$ cat src/owm_pkg.sv
// Purpose: constants, field layout and carrier types for the window mode setup block
// Assumes: byte offsets relative to the block base, 32-bit Avalon-MM data
// Notes:   all reset values are zero; reserved bits are masked on write and read as zero
//
// Function
// video window zoom codes 0,1h,2h give x1,x2,x4; code 3h acts as 0
// sign flip bit counts only when a field split bit is set; 0 inverts
// video window 1 split bit counts only with stretch and smoothing on
// video window 0 split bit counts only with stretch and smoothing on
// field read mode fetches each stored line once per field or frame
// frame read mode fetches alternate lines per field; interlaced encoder only
// software programs height as half for interlaced, full for progressive field mode
// a video window is shown only while its show bit is one
// mode, zoom, show, table, depth, blend and key settings latch at frame sync; code reads the key colour in key_reg unlatched
// overlay range squeeze gives luma 16-235, chroma 16-240 unless overlay 1 is attribute; code tops out at luma 234, chroma 239
// overlay RGB input reads 16-bit pixels, luma 0.299R+0.587G+0.114B
// chroma Cb and Cr from fixed coefficients plus offset 128
// software never enables RGB input on both overlays together
// overlay 0 table select 0 picks ROM table, 1 picks RAM table
// overlay zoom codes 0,1h,2h give x1,x2,x4; code 3h acts as 0
// depth codes give 1,2,4,8 bits per pixel; RGB input forces 16
// blend code n weights overlay n/8, video (8-n)/8; 7h is full overlay
// key off blends whole window; key on in bitmap blends only index-zero pixels
// key on in RGB mode blends only pixels equal to the key colour
// overlay 0 shown only while its show bit is one
// overlay 1 attribute select 0 is bitmap, 1 is attribute; latched at sync
// overlay 1 squeeze and RGB apply only while attribute select is zero
// smoothing filter needs stretch and covers at most 720 pixels per line
// vertical stretch enlarges video by 6/5
// shadow copies load from software registers on the frame sync pulse
package owm_pkg;
    // ---------------------------------------------------------------
    // register map
    // ---------------------------------------------------------------
    localparam logic [7:0]  OFS_MODE  = 8'h00;
    localparam logic [7:0]  OFS_VID   = 8'h04;
    localparam logic [7:0]  OFS_OVL0  = 8'h08;
    localparam logic [7:0]  OFS_OVL1  = 8'h0c;
    localparam logic [7:0]  OFS_KEY   = 8'hf4;
    localparam logic [7:0]  OFS_STAT  = 8'hf8;
    localparam logic [31:0] RST_MODE  = 32'h0000_0000;
    localparam logic [31:0] RST_VID   = 32'h0000_0000;
    localparam logic [31:0] RST_OVL   = 32'h0000_0000;
    localparam logic [31:0] RST_KEY   = 32'h0000_0000;
    localparam logic [31:0] MASK_MODE = 32'h0000_1800;
    localparam logic [31:0] MASK_VID  = 32'h0000_ff7f;
    localparam logic [31:0] MASK_OVL0 = 32'h0000_7fff;
    localparam logic [31:0] MASK_OVL1 = 32'h0000_ffff;
    localparam logic [31:0] MASK_KEY  = 32'h0000_ffff;
    // ---------------------------------------------------------------
    // field positions
    // ---------------------------------------------------------------
    localparam int MODE_SMOOTH = 12;
    localparam int MODE_VSTR   = 11;
    localparam int VID_FLIP    = 15;
    localparam int V1_SPLIT    = 14;
    localparam int V1_HZ       = 12;
    localparam int V1_VZ       = 10;
    localparam int V1_FRM      = 9;
    localparam int V1_SHOW     = 8;
    localparam int V0_SPLIT    = 6;
    localparam int V0_HZ       = 4;
    localparam int V0_VZ       = 2;
    localparam int V0_FRM      = 1;
    localparam int V0_SHOW     = 0;
    localparam int O_ATTR      = 15;
    localparam int O_SQZ       = 14;
    localparam int O_RGB       = 13;
    localparam int O_TBL       = 12;
    localparam int O_HZ        = 10;
    localparam int O_VZ        = 8;
    localparam int O_BPP       = 6;
    localparam int O_MIX       = 3;
    localparam int O_KEY       = 2;
    localparam int O_FRM       = 1;
    localparam int O_SHOW      = 0;
    // ---------------------------------------------------------------
    // arithmetic constants (coefficients scaled by 256)
    // ---------------------------------------------------------------
    localparam logic signed [19:0] K_Y_R    = 20'sd77;
    localparam logic signed [19:0] K_Y_G    = 20'sd150;
    localparam logic signed [19:0] K_Y_B    = 20'sd29;
    localparam logic signed [19:0] K_CB_R   = 20'sd43;
    localparam logic signed [19:0] K_CB_G   = 20'sd85;
    localparam logic signed [19:0] K_CB_B   = 20'sd128;
    localparam logic signed [19:0] K_CR_R   = 20'sd128;
    localparam logic signed [19:0] K_CR_G   = 20'sd107;
    localparam logic signed [19:0] K_CR_B   = 20'sd21;
    localparam logic signed [19:0] K_OFS    = 20'sd32768;
    localparam logic [15:0]        SQZ_GY   = 16'd219;
    localparam logic [15:0]        SQZ_GC   = 16'd224;
    localparam logic [7:0]         SQZ_BASE = 8'd16;
    localparam logic [3:0]         MIX_FULL = 4'd8;
    localparam logic [10:0]        LINE_MAX = 11'd720;
    localparam logic [2:0]         STR_LAST = 3'd4;
    // ---------------------------------------------------------------
    // carriers
    // ---------------------------------------------------------------
    typedef struct packed {
        logic [7:0] y;
        logic [7:0] cb;
        logic [7:0] cr;
    } owm_ycc_t;
    typedef struct packed {
        logic       show;
        logic       frame_mode;
        logic [2:0] hmag;
        logic [2:0] vmag;
    } owm_vid_cfg_t;
    typedef struct packed {
        logic       show;
        logic       frame_mode;
        logic       key_en;
        logic       table_ram;
        logic       rgb;
        logic       squeeze;
        logic [2:0] mix;
        logic [4:0] bpp;
        logic [2:0] hmag;
        logic [2:0] vmag;
    } owm_ovl_cfg_t;
    typedef struct packed {
        logic step2;
        logic start_odd;
    } owm_fetch_t;
endpackage

$ cat src/owm_window_mode.sv
// Purpose: window mode registers, frame-sync shadows and overlay pixel mixer
// Assumes: single 250 MHz display clock, synchronous active-low reset
// Notes:   one wait state per bus access; settings except the key colour move to shadows on frame sync
`timescale 1ns/1ps
module owm_window_mode
    import owm_pkg::*;
(
    input  wire logic         clk,              // display clock
    input  wire logic         rst_n,            // sync reset, active low
    input  wire logic [7:0]   address,          // avalon byte address
    input  wire logic         read,             // avalon read
    input  wire logic         write,            // avalon write
    input  wire logic [31:0]  writedata,        // avalon write data
    input  wire logic [3:0]   byteenable,       // avalon byte lanes
    output logic [31:0]       readdata,         // avalon read data
    output logic              waitrequest,      // avalon wait
    input  wire logic         frame_sync_pulse, // one-cycle frame sync
    input  wire logic         field_odd,        // field at next sync
    input  wire logic         line_pulse,       // one pulse per output line
    input  wire logic [10:0]  vid_line_width,   // video pixels per line
    output owm_vid_cfg_t      vid0_cfg,         // video window 0 settings
    output owm_vid_cfg_t      vid1_cfg,         // video window 1 settings
    output owm_ovl_cfg_t      ovl0_cfg,         // overlay 0 settings
    output owm_ovl_cfg_t      ovl1_cfg,         // overlay 1 settings
    output logic              ovl1_attr_mode,   // overlay 1 is attribute window
    output owm_fetch_t        vid0_fetch,       // line fetch pattern
    output owm_fetch_t        vid1_fetch,       // line fetch pattern
    output owm_fetch_t        ovl0_fetch,       // line fetch pattern
    output owm_fetch_t        ovl1_fetch,       // line fetch pattern
    output logic              vid_stretch_on,   // 6/5 vertical stretch
    output logic              stretch_repeat,   // repeat this source line
    output logic              filter_active,    // smoothing filter running
    output logic              vid0_coef_split,  // per-field taps, window 0
    output logic              vid1_coef_split,  // per-field taps, window 1
    output logic              coef_invert,      // use inverted taps
    input  wire logic         pix_valid,        // overlay pixel strobe
    input  wire logic         pix_ovl_sel,      // 0 overlay 0, 1 overlay 1
    input  wire logic [15:0]  pix_raw,          // bitmap index or rgb565
    input  owm_ycc_t          pix_pal,          // palette colour for index
    input  owm_ycc_t          pix_vid,          // video window 0 pixel
    output logic              out_valid,        // mixed pixel strobe
    output owm_ycc_t          out_pix           // mixed pixel
);
    // ---------------------------------------------------------------
    // helpers
    // ---------------------------------------------------------------
    function automatic logic [2:0] zoom_mag(input logic [1:0] code);
        unique case (code)
            2'h1:    zoom_mag = 3'd2;
            2'h2:    zoom_mag = 3'd4;
            default: zoom_mag = 3'd1;  // code 3 behaves like 0
        endcase
    endfunction

    function automatic logic [4:0] bpp_dec(input logic [1:0] code, input logic rgb);
        if (rgb) begin
            bpp_dec = 5'd16;
        end else begin
            bpp_dec = 5'd1 << code;
        end
    endfunction

    function automatic logic [31:0] merge_be(input logic [31:0] old, input logic [31:0] wd,
                                             input logic [3:0] be, input logic [31:0] mask);
        logic [31:0] bm;
        bm = {{8{be[3]}}, {8{be[2]}}, {8{be[1]}}, {8{be[0]}}};
        merge_be = ((old & ~bm) | (wd & bm)) & mask;
    endfunction

    function automatic owm_ovl_cfg_t ovl_dec(input logic [31:0] r, input logic gate);
        owm_ovl_cfg_t c;
        c.show       = r[O_SHOW];
        c.frame_mode = r[O_FRM];
        c.key_en     = r[O_KEY];
        c.table_ram  = r[O_TBL];
        c.rgb        = r[O_RGB] & gate;
        c.squeeze    = r[O_SQZ] & gate;
        c.mix        = r[O_MIX +: 3];
        c.bpp        = bpp_dec(r[O_BPP +: 2], r[O_RGB] & gate);
        c.hmag       = zoom_mag(r[O_HZ +: 2]);
        c.vmag       = zoom_mag(r[O_VZ +: 2]);
        ovl_dec = c;
    endfunction

    function automatic logic [7:0] clamp8(input logic signed [19:0] v);
        logic signed [19:0] s;
        s = v >>> 8;
        if (s < 0) begin
            clamp8 = 8'h00;
        end else if (s > 20'sd255) begin
            clamp8 = 8'hff;
        end else begin
            clamp8 = s[7:0];
        end
    endfunction

    function automatic logic [7:0] squeeze8(input logic [7:0] v, input logic [15:0] gain);
        logic [15:0] p;
        p = {8'h00, v} * gain;
        squeeze8 = SQZ_BASE + p[15:8];
    endfunction

    function automatic logic [7:0] blend8(input logic [7:0] o, input logic [7:0] v,
                                          input logic [3:0] w);
        logic [11:0] s;
        s = ({4'h0, o} * {8'h00, w}) + ({4'h0, v} * {8'h00, MIX_FULL - w});
        blend8 = s[10:3];
    endfunction

    // ---------------------------------------------------------------
    // avalon slave: one wait state, unmapped reads give zero
    // ---------------------------------------------------------------
    logic [31:0] mode_reg;
    logic [31:0] vid_reg;
    logic [31:0] ovl0_reg;
    logic [31:0] ovl1_reg;
    logic [31:0] key_reg;
    logic [31:0] stat_word;
    logic [31:0] rd_mux;
    logic        ack_reg;
    logic        wr_take;

    assign waitrequest = (read | write) & ~ack_reg;
    assign wr_take     = write & ack_reg;

    // ack rises one cycle after the request so the master sees one wait state
    always_ff @(posedge clk) begin
        if (!rst_n) begin
            ack_reg <= 1'b0;
        end else begin
            ack_reg <= (read | write) & ~ack_reg;
        end
    end

    // status shows the settings the display is using now, not the pending ones
    assign stat_word = {26'h0, filter_active, ovl1_attr_mode, ovl1_cfg.show,
                        ovl0_cfg.show, vid1_cfg.show, vid0_cfg.show};

    // read decode
    always_comb begin
        unique case (address)
            OFS_MODE: rd_mux = mode_reg;
            OFS_VID:  rd_mux = vid_reg;
            OFS_OVL0: rd_mux = ovl0_reg;
            OFS_OVL1: rd_mux = ovl1_reg;
            OFS_KEY:  rd_mux = key_reg;
            OFS_STAT: rd_mux = stat_word;
            default:  rd_mux = 32'h0000_0000;
        endcase
    end

    // read data captured a cycle early so it stands when waitrequest drops
    always_ff @(posedge clk) begin
        if (!rst_n) begin
            readdata <= 32'h0000_0000;
        end else if (read && !ack_reg) begin
            readdata <= rd_mux;
        end
    end

    // software registers; writes take effect only on the accepting edge
    always_ff @(posedge clk) begin
        if (!rst_n) begin
            mode_reg <= RST_MODE;
            vid_reg  <= RST_VID;
            ovl0_reg <= RST_OVL;
            ovl1_reg <= RST_OVL;
            key_reg  <= RST_KEY;
        end else if (wr_take) begin
            unique case (address)
                OFS_MODE: mode_reg <= merge_be(mode_reg, writedata, byteenable, MASK_MODE);
                OFS_VID:  vid_reg  <= merge_be(vid_reg, writedata, byteenable, MASK_VID);
                OFS_OVL0: ovl0_reg <= merge_be(ovl0_reg, writedata, byteenable, MASK_OVL0);
                OFS_OVL1: ovl1_reg <= merge_be(ovl1_reg, writedata, byteenable, MASK_OVL1);
                OFS_KEY:  key_reg  <= merge_be(key_reg, writedata, byteenable, MASK_KEY);
                default:  ;
            endcase
        end
    end

    // ---------------------------------------------------------------
    // frame-sync shadows
    // ---------------------------------------------------------------
    logic smooth_sh;
    logic flip_sh;
    logic v0_split_sh;
    logic v1_split_sh;

    // a write in the sync cycle itself lands next frame: shadows see the old word
    always_ff @(posedge clk) begin
        if (!rst_n) begin
            vid0_cfg       <= '0;
            vid1_cfg       <= '0;
            ovl0_cfg       <= '0;
            ovl1_cfg       <= '0;
            ovl1_attr_mode <= 1'b0;
            vid_stretch_on <= 1'b0;
            smooth_sh      <= 1'b0;
            flip_sh        <= 1'b0;
            v0_split_sh    <= 1'b0;
            v1_split_sh    <= 1'b0;
        end else if (frame_sync_pulse) begin
            vid0_cfg.show       <= vid_reg[V0_SHOW];
            vid0_cfg.frame_mode <= vid_reg[V0_FRM];
            vid0_cfg.hmag       <= zoom_mag(vid_reg[V0_HZ +: 2]);
            vid0_cfg.vmag       <= zoom_mag(vid_reg[V0_VZ +: 2]);
            vid1_cfg.show       <= vid_reg[V1_SHOW];
            vid1_cfg.frame_mode <= vid_reg[V1_FRM];
            vid1_cfg.hmag       <= zoom_mag(vid_reg[V1_HZ +: 2]);
            vid1_cfg.vmag       <= zoom_mag(vid_reg[V1_VZ +: 2]);
            ovl0_cfg       <= ovl_dec(ovl0_reg, 1'b1);
            ovl1_cfg       <= ovl_dec(ovl1_reg, ~ovl1_reg[O_ATTR]);
            ovl1_attr_mode <= ovl1_reg[O_ATTR];
            vid_stretch_on <= mode_reg[MODE_VSTR];
            smooth_sh      <= mode_reg[MODE_SMOOTH];
            flip_sh        <= vid_reg[VID_FLIP];
            v0_split_sh    <= vid_reg[V0_SPLIT];
            v1_split_sh    <= vid_reg[V1_SPLIT];
        end
    end

    // ---------------------------------------------------------------
    // expansion filter qualification
    // ---------------------------------------------------------------
    logic smooth_eff;

    // filter memory holds one 720-pixel line, so wider lines leave it off
    assign smooth_eff      = smooth_sh & vid_stretch_on;
    assign filter_active   = smooth_eff & (vid_line_width <= LINE_MAX);
    assign vid0_coef_split = v0_split_sh & vid_stretch_on & smooth_sh;
    assign vid1_coef_split = v1_split_sh & vid_stretch_on & smooth_sh;
    assign coef_invert     = (vid0_coef_split | vid1_coef_split) & ~flip_sh;

    // ---------------------------------------------------------------
    // 6/5 stretch: one source line in five is shown twice
    // ---------------------------------------------------------------
    logic [2:0] str_cnt_reg;

    always_ff @(posedge clk) begin
        if (!rst_n || frame_sync_pulse) begin
            str_cnt_reg    <= 3'd0;
            stretch_repeat <= 1'b0;
        end else if (line_pulse && vid_stretch_on) begin
            stretch_repeat <= (str_cnt_reg == STR_LAST);
            str_cnt_reg    <= (str_cnt_reg == STR_LAST) ? 3'd0 : str_cnt_reg + 3'd1;
        end else if (line_pulse) begin
            stretch_repeat <= 1'b0;
        end
    end

    // ---------------------------------------------------------------
    // line fetch pattern per window, fixed for the coming field
    // ---------------------------------------------------------------
    // frame mode reads every other stored line starting at the field parity;
    // field mode reads every line once (line doubling comes from the encoder)
    always_ff @(posedge clk) begin
        if (!rst_n) begin
            vid0_fetch <= '0;
            vid1_fetch <= '0;
            ovl0_fetch <= '0;
            ovl1_fetch <= '0;
        end else if (frame_sync_pulse) begin
            vid0_fetch <= '{vid_reg[V0_FRM], vid_reg[V0_FRM] & field_odd};
            vid1_fetch <= '{vid_reg[V1_FRM], vid_reg[V1_FRM] & field_odd};
            ovl0_fetch <= '{ovl0_reg[O_FRM], ovl0_reg[O_FRM] & field_odd};
            ovl1_fetch <= '{ovl1_reg[O_FRM], ovl1_reg[O_FRM] & field_odd};
        end
    end

    // ---------------------------------------------------------------
    // overlay pixel path: convert, squeeze, key, blend
    // ---------------------------------------------------------------
    owm_ovl_cfg_t       cfg;
    owm_ycc_t           conv;
    owm_ycc_t           colour;
    owm_ycc_t           mixed;
    logic               attr_pix;
    logic               keyed;
    logic [3:0]         weight;
    logic [15:0]        idx_mask;
    logic signed [19:0] r8;
    logic signed [19:0] g8;
    logic signed [19:0] b8;

    always_comb begin
        cfg      = pix_ovl_sel ? ovl1_cfg : ovl0_cfg;
        attr_pix = pix_ovl_sel & ovl1_attr_mode;
        // rgb565 widened to 8 bits by replicating the top bits
        r8 = {12'h000, pix_raw[15:11], pix_raw[15:13]};
        g8 = {12'h000, pix_raw[10:5], pix_raw[10:9]};
        b8 = {12'h000, pix_raw[4:0], pix_raw[4:2]};
        conv.y  = clamp8(K_Y_R * r8 + K_Y_G * g8 + K_Y_B * b8);
        conv.cb = clamp8(K_OFS - K_CB_R * r8 - K_CB_G * g8 + K_CB_B * b8);
        conv.cr = clamp8(K_OFS + K_CR_R * r8 - K_CR_G * g8 - K_CR_B * b8);
        // both overlays in rgb is a software fault; each pixel follows its own bit
        colour = cfg.rgb ? conv : pix_pal;
        if (cfg.squeeze && !ovl1_attr_mode) begin
            colour.y  = squeeze8(colour.y, SQZ_GY);
            colour.cb = squeeze8(colour.cb, SQZ_GC);
            colour.cr = squeeze8(colour.cr, SQZ_GC);
        end
        idx_mask = (16'h0001 << cfg.bpp[3:0]) - 16'h0001;
        if (cfg.rgb) begin
            keyed = (pix_raw == key_reg[15:0]);
        end else begin
            keyed = ((pix_raw & idx_mask) == 16'h0000);
        end
        // key off blends everything; key on blends only keyed pixels
        weight = (!cfg.key_en || keyed) ? ((cfg.mix == 3'h7) ? MIX_FULL
                                                             : {1'b0, cfg.mix})
                                        : MIX_FULL;
        mixed.y  = blend8(colour.y, pix_vid.y, weight);
        mixed.cb = blend8(colour.cb, pix_vid.cb, weight);
        mixed.cr = blend8(colour.cr, pix_vid.cr, weight);
    end

    // hidden windows and attribute pixels pass video through unchanged
    always_ff @(posedge clk) begin
        if (!rst_n) begin
            out_valid <= 1'b0;
            out_pix   <= '0;
        end else begin
            out_valid <= pix_valid;
            if (pix_valid) begin
                out_pix <= (cfg.show && !attr_pix) ? mixed : pix_vid;
            end
        end
    end

endmodule // owm_window_mode

$ cat config.mk
export PLATFORM = sky130hd
export DESIGN_NAME = owm_window_mode
export DESIGN_NICKNAME = d
export VERILOG_FILES = /design/src/owm_pkg.sv /design/src/owm_window_mode.sv
export SDC_FILE = /design/constraint.sdc
export NUM_CORES = 1
export LEC_CHECK = 0
export BUFFER_PORTS_ARGS = -buffer_cell sky130_fd_sc_hd__buf_2
export CAP_MARGIN = 10
export CELL_PAD_IN_SITES_DETAIL_PLACEMENT = 1
export CELL_PAD_IN_SITES_GLOBAL_PLACEMENT = 2
export CORE_MARGIN = 5
export CORE_UTILIZATION = 41
export CTS_CLUSTER_DIAMETER = 30
export DETAILED_ROUTE_END_ITERATION = 12
export MAX_ROUTING_LAYER = met4
export PLACE_DENSITY = 0.92
export REMOVE_ABC_BUFFERS = 1
export SLEW_MARGIN = 5
export SYNTH_ARGS = -nofsm -noshare
export SYNTH_HDL_FRONTEND = slang
export SYNTH_SLANG_ARGS = --single-unit
$ cat constraint.sdc
create_clock -name clk -period 31.6 [get_ports clk]
set_input_delay 6.32 -clock clk [delete_from_list [all_inputs] [get_ports clk]]
set_output_delay 6.32 -clock clk [all_outputs]
set_load 0.02 [all_outputs]
Yosys cells after proc, flatten, opt, wreduce, memory -nomap -nowiden
Index checks and enable logic that the tools add are counted.
Word-level totals
  register bits after elaboration: 192
  bits in latches: 0
  memory bits (writable): 0
  bits in read-only memories: 0
  logic and storage cells: 198
  memories: 0
Operators by class
  add/subtract/negate cells: 17
  $mul: 16
  divide/modulo/power cells: 0
  $lt $le $gt $ge: 7
  eq/ne operators: 24
  shift operators: 3
  muxes and demuxes: 27
  bitwise gates (word level): 34
  reduce and logical (&&, ||, !) cells: 19
Operator list (number)
  case mux 16 bit (6 select lines): 1
  bitwise AND 16 bit: 5
  2-to-1 mux 24 bit: 3
  multiplier 8 x 4 -> 11 bit: 6
  multiplier 7 x 8 -> 15 bit, first input constant: 4
  2-to-1 mux 8 bit: 6
  bitwise OR 16 bit: 3
  case mux 3 bit (2 select lines): 8
  adder 11 bit: 3
  multiplier 5 x 8 -> 13 bit, first input constant: 2
  adder 5 x 8 -> 8 bit, first input constant: 3
  greater-than comparator 11 x 9 -> 1 bit, second input constant: 2
  < comparator 11 x 1 -> 1 bit, second input constant: 2
  multiplier 8 x 3 -> 11 bit, second input constant: 2
  2-to-1 mux 20 bit: 1
  adder 18 x 16 -> 19 bit: 1
  subtractor 18 x 14 -> 19 bit: 1
  adder 17 x 13 -> 18 bit: 1
  subtractor 17 x 15 -> 18 bit: 1
  subtractor 17 x 16 -> 18 bit: 1
  adder 15 x 16 -> 17 bit: 1
  adder 16 x 15 -> 17 bit, first input constant: 1
  subtractor 16 x 14 -> 17 bit, first input constant: 1
  bitwise AND 1 bit: 16
  other kinds (35): 72

Longest topological paths before layout
  word-level depth: 14
  depth in mapped cells: 64
  mapped depth without buffers: 64

Least setup slack after synthesis
Ideal clock, no wire load.
  path kind: input -> register
  from: in pix_raw[7]
  to: reg out_pix[23] (netlist name)
  arrival time: 20.116 ns
  data required time: 31.531 ns
  path slack: 11.415 ns
  cell stages on the path: 58
  buffers on the path: 0
  cells stage by stage: ha_1 -> ha_1 -> inv_1 -> fa_1 -> fa_1 -> inv_1 -> ha_1 -> xnor2_1 -> fa_1 -> fa_1 -> inv_1 -> fa_1 -> fa_1 -> inv_1 -> ha_1 -> and4_1 -> and2_1 -> a221oi_1 -> [... 22 more ...] -> mux2i_1 -> or2_2 -> fa_1 -> fa_1 -> inv_1 -> fa_1 -> inv_1 -> fa_1 -> inv_1 -> ha_1 -> a21o_1 -> a21o_1 -> a21oi_1 -> xnor2_1 -> a21oi_1 -> o22ai_1 -> nand2_1 -> o21ai_1
Between the ends
  word-level cells in the longest chain between the ends: 13
  elaborated cells on any way between the ends: 22
  classes of those cells: 5 x add/sub; 4 x mul; 2 x order compare; 1 x eq/ne; 7 x mux; 1 x bitwise; 2 x reduce/logical
RTL lines
  start: declaration: line owm_window_mode.sv:38  | input wire logic [15:0] pix_raw,
  multiplier 7 x 8 -> 15 bit: line owm_window_mode.sv:292  | conv.y = clamp8(K_Y_R * r8 + K_Y_G * g8 + K_Y_B * b8);
  adder 15 x 16 -> 17 bit: line owm_window_mode.sv:292
  adder 17 x 13 -> 18 bit: line owm_window_mode.sv:292
  greater-than comparator 10 x 8 -> 1 bit: line owm_window_mode.sv:90  | end else if (s > 20'sd255) begin
  2-to-1 mux 8 bit: line owm_window_mode.sv:90
  2-to-1 mux 8 bit: line owm_window_mode.sv:88  | if (s < 0) begin
  2-to-1 mux 24 bit: line owm_window_mode.sv:296  | colour = cfg.rgb ? conv : pix_pal;
  multiplier 8 x 8 -> 16 bit: line owm_window_mode.sv:99  | p = {8'h00, v} * gain;
  adder 5 x 8 -> 8 bit: line owm_window_mode.sv:100  | squeeze8 = SQZ_BASE + p[15:8];
  2-to-1 mux 24 bit: line owm_window_mode.sv:297  | if (cfg.squeeze && !ovl1_attr_mode) begin
  multiplier 8 x 4 -> 11 bit: line owm_window_mode.sv:106  | s = ({4'h0, o} * {8'h00, w}) + ({4'h0, v} * {8'h00, MIX_FULL - w});
  adder 11 bit (*): line owm_window_mode.sv:106
  2-to-1 mux 24 bit (*): line owm_window_mode.sv:325  | out_pix <= (cfg.show && !attr_pix) ? mixed : pix_vid;
  end signal: assignment: line owm_window_mode.sv:325
  end: declaration: line owm_window_mode.sv:42  | output owm_ycc_t out_pix
Every way passes the cells marked *; elsewhere a longest branch is shown, timed or not.
A chain may end at the register's enable or synchronous reset.

Worst setup path after layout
  from: in pix_raw[9]
  to: reg out_pix[23] (netlist name)
Same word-level chain as after synthesis.

==> results.md <==
Outcome:
- The flow ran to the end, and the final reports show no timing, DRC or antenna violations.

Clock network:
- For this design, the sink count on the clock tree is 174.
- The post-CTS repair timing setup buffer count is 0.
- Counting along the longest clock path gives a buffer depth of 2.
- The number of H-tree levels is 4.
- The quantity of hold-fixing buffers added after cts is 0.
- Clock tree synthesis selected as its root buffer the cell clkbuf_16.
- Post-CTS repair changed the size of 0 cells.
- The CTS tree is built.
- For the worst-skew pair, the clock arrives at the later sink with an insertion delay of 510 ps.
- The TritonCTS buffer count is 17.
- Clock-pin slew was measured on the worst setup and hold paths at 80 ps.

Critical path:
- STA classifies the critical path startpoint as an input pin.
- Counting cells, the worst reg-to-reg path comes to 39.
- The slowest cell on the critical path is a221oi_1.
- The cell that appears most often on the critical path is fa_1.
- The worst setup path is captured at a flip-flop.
- The peak fanout along the critical path is 15.
- At the worst endpoint, the required time is 32020 ps.
- The highest cell delay on the worst timing path is 760 ps.
- In this run the register-to-register setup slack is 21240 ps.
- The start-to-end type of the worst setup path is input pin to flip-flop.
- For the worst setup path, the data arrival time is 21910 ps.
- The capturing point of the worst reg2reg path is out_pix[15]$_SDFFE_PN0P_.
- The worst reg2reg path startpoint is ovl1_cfg[8]$_SDFFE_PN0P_.

Floorplanning:
- From left edge to right edge, the die measures 257 um.
- The die covers 65800 um2.
- In this run the vertical extent of the chip is 257 um.
- The effective utilization at floorplan is 41.4%.
- The placement row count is 90.
- For this design the top-level I/O count stands at 257.
- The placeable core area is 60200 um2.

Cells and area:
- Relative to the synthesized area, the layout overhead comes to 9.83%.
- Of the cells placed in the final design, the portion with a size suffix greater than 1 is 10.4%.
- The finished cells cover 27400 um2.
- The utilization after layout is 45.4%.
- The number of nets in the finished design is 3815.

Timing:
- Setup repair after global routing left no endpoint under its margin.
- The final count of negative-setup-slack endpoints is 0.
- The setup clock skew after layout is 30.1 ps.
- Of the available clock period, the critical path in the final layout requires 68.0%.
- The clock period minus worst slack is 21490 ps.
- The setup TNS is 0 ps.
- The final hold violation count is 0.
- The worst hold slack is 481 ps.
- At the pin with the least slew margin, the transition time is 960 ps.
- Once routing completed, OpenROAD measured the worst setup slack at 10110 ps.
- The worst-case headroom to the max-slew limit is 36.0%.
- The top achievable clock speed is 46.5 MHz.
- The count of final max-slew check failures is 0.

Detailed routing:
- After detailed routing, the total wire length is 76000 um.
- The total DRC errors in the routed layout is 0.
- The pre-antenna-repair detailed-routing pass consisted of 5 iterations.
- Dividing the detail-routed via count by the number of cells gives 5.37.
- The via total after detailed routing is 20700.
- The detail route stage leaves a number of antenna-violating nets equal to 0.
- The first routing iteration left 734 violations.
- After detailed routing, the average wire length per cell comes to 19.7 um.

Synthesis:
- The leading area contributor after synthesis is fa_1.
- By instance count, the leading cell after synthesis is inv_1.
- In this run, synthesis inferred 0 flip-flops with an integrated enable.
- The register area share after synthesis is 14.0%.
- The commonest cells after synthesis are inv_1, ha_1, fa_1.
- Averaged over all synthesized cells, the footprint is 8.61 um2.
- The count of synthesis-stage warnings from yosys is 0.
- The most used flip-flop cell after synthesis is dfxtp_1.
- Sorting the synthesized cells by area gives the leading types as fa_1, ha_1, dfxtp_1.
- For this run, asynchronously set or reset flops after synthesis account for 0%.
- The register bit count reported by yosys is 174.
- Counting every instance in the synthesized netlist gives 2893.
- The number of unique standard cell types used by synthesis is 81.
- Of the post-synthesis cell area, the dominant cell type holds 20.7%.
- The area of the mapped netlist is 24900 um2.

Power:
- The power dissipated by switching net loads is 968 uW.
- Net switching is 51.2% of the power.
- Cell internal power was estimated by the tool at 924 uW.
- The share of total power dissipated in combinational logic is 75.9%.
- In this run the power density over the cells is 69.1 nW/um2.
- Summed over all cells, the static leakage comes to 0.0133 uW.
- IR analysis of the VDD net gives a maximum drop of 0.0000811 V.
- The part of the power in the clock network is 12.3%.
- Of the total power, registers draw 11.8%.

Worst hold path:
- The path with the worst hold slack has its endpoint at vid1_fetch[0]$_SDFFE_PN0P_.
- The cell depth of the worst hold path is 2.
- The beginning of the worst hold path is vid1_fetch[0]$_SDFFE_PN0P_.
- The classification of the worst-slack hold path is flip-flop to flip-flop.

Place:
- The worst slack after detailed placement is 9540 ps.
- The half-perimeter wire length after placement is 62300 um.
- The placement-stage cell area is 26700 um2.
- The weighted congestion at the end of routability-driven global placement is 0.902.
- Port buffering added 222 buffers.

GRT:
- The initial antenna violation count came to 10.
- The total congestion overflow is 0.
- The number of global-route vias before repair is 23600.
- The overall track demand over capacity in global routing is 24.0%.
- Entering global routing, the biggest net connects 97 pins.
- The first global-routing pass estimated 125000 um of wire.

Run:
- The number of max-cap violations is 0.
## critical path, delay by kind of cell
kind / cells / cell delay, ps
AO/OA/AOI/OAI: 15 / 3230
XOR/XNOR: 3 / 530
adder cells (fa/ha/maj): 21 / 9070
buffers and inverters: 10 / 810
multiplexers: 1 / 320
AND/OR/NAND/NOR: 9 / 1600
## through the flow
step | cells | power [uW]
final | 3862 | 1890
after detailed placement | 3821 | 1670
after global placement | 3821 | 1590
after CTS | 3853 | 1910
after global routing | 3862 | 2090
after floorplan | 2797 | 1270
## routing by layer
layer,part of all wire [%],vias to the layer above,GRT usage (%)
li1,-,9845,-
met1,41,10400,27.5
met2,52,361,43.4
met3,4.5,99,4.37
met4,2.1,0,5.93
met5,0,-,-
## cells by family after synthesis
group	share of synthesized area, %
adder cells (fa/ha/maj)	39.4
multiplexers	3.97
other	0.0150
AO/OA/AOI/OAI	14.3
flip-flops	14.0
AND/OR/NAND/NOR	14.5
buffers and inverters	9.14
XOR/XNOR	4.78
## power groups by stage
stage | Combinational, uW | Sequential (uW) | Clock, uW
6_report | 1440 | 224 | 233
5_1_grt | 1620 | 224 | 245
4_1_cts | 1450 | 224 | 238
3_5_place_dp | 1440 | 229 | 0
3_3_place_gp | 1360 | 229 | 0
2_1_floorplan | 1040 | 233 | 0
## layout make-up
cell class	count	area [um2]
fill	7200	32900
multi-input combinational	2153	19200
sequential	174	3480
inverter	470	1760
timing repair buffer	242	1270
tap	782	978
clock buffer	17	425
clock inverter	15	190
antenna	9	22.5
## cell usage in the layout (no fill, tap or decap), types with 60 or more instances in the layout
| cell type | n |
|---|---|
| a21oi_1 | 133 |
| and2_1 | 60 |
| buf_2 | 220 |
| dfxtp_1 | 174 |
| fa_1 | 258 |
| ha_1 | 371 |
| inv_1 | 469 |
| mux2i_1 | 84 |
| nand2_1 | 246 |
| nand3_1 | 79 |
| nor2_1 | 138 |
| nor2b_1 | 99 |
| o21ai_0 | 78 |
| xnor2_1 | 80 |
## worst max path at each step
stage	slack (ps)	startpoint	cells past startpoint	end
4_1_cts	9980	pix_raw[9]	59	out_pix[23]$_SDFFE_PN0P_
3_3_place_gp	9790	pix_raw[9]	59	out_pix[23]$_SDFFE_PN0P_
6_report	10110	pix_raw[9]	59	out_pix[23]$_SDFFE_PN0P_
3_5_place_dp	9540	pix_raw[9]	60	out_pix[23]$_SDFFE_PN0P_
2_1_floorplan	11400	pix_raw[7]	58	out_pix[23]$_SDFFE_PN0P_
5_1_grt	9160	pix_raw[9]	60	out_pix[23]$_SDFFE_PN0P_
(Power assumes the default switching activity.)
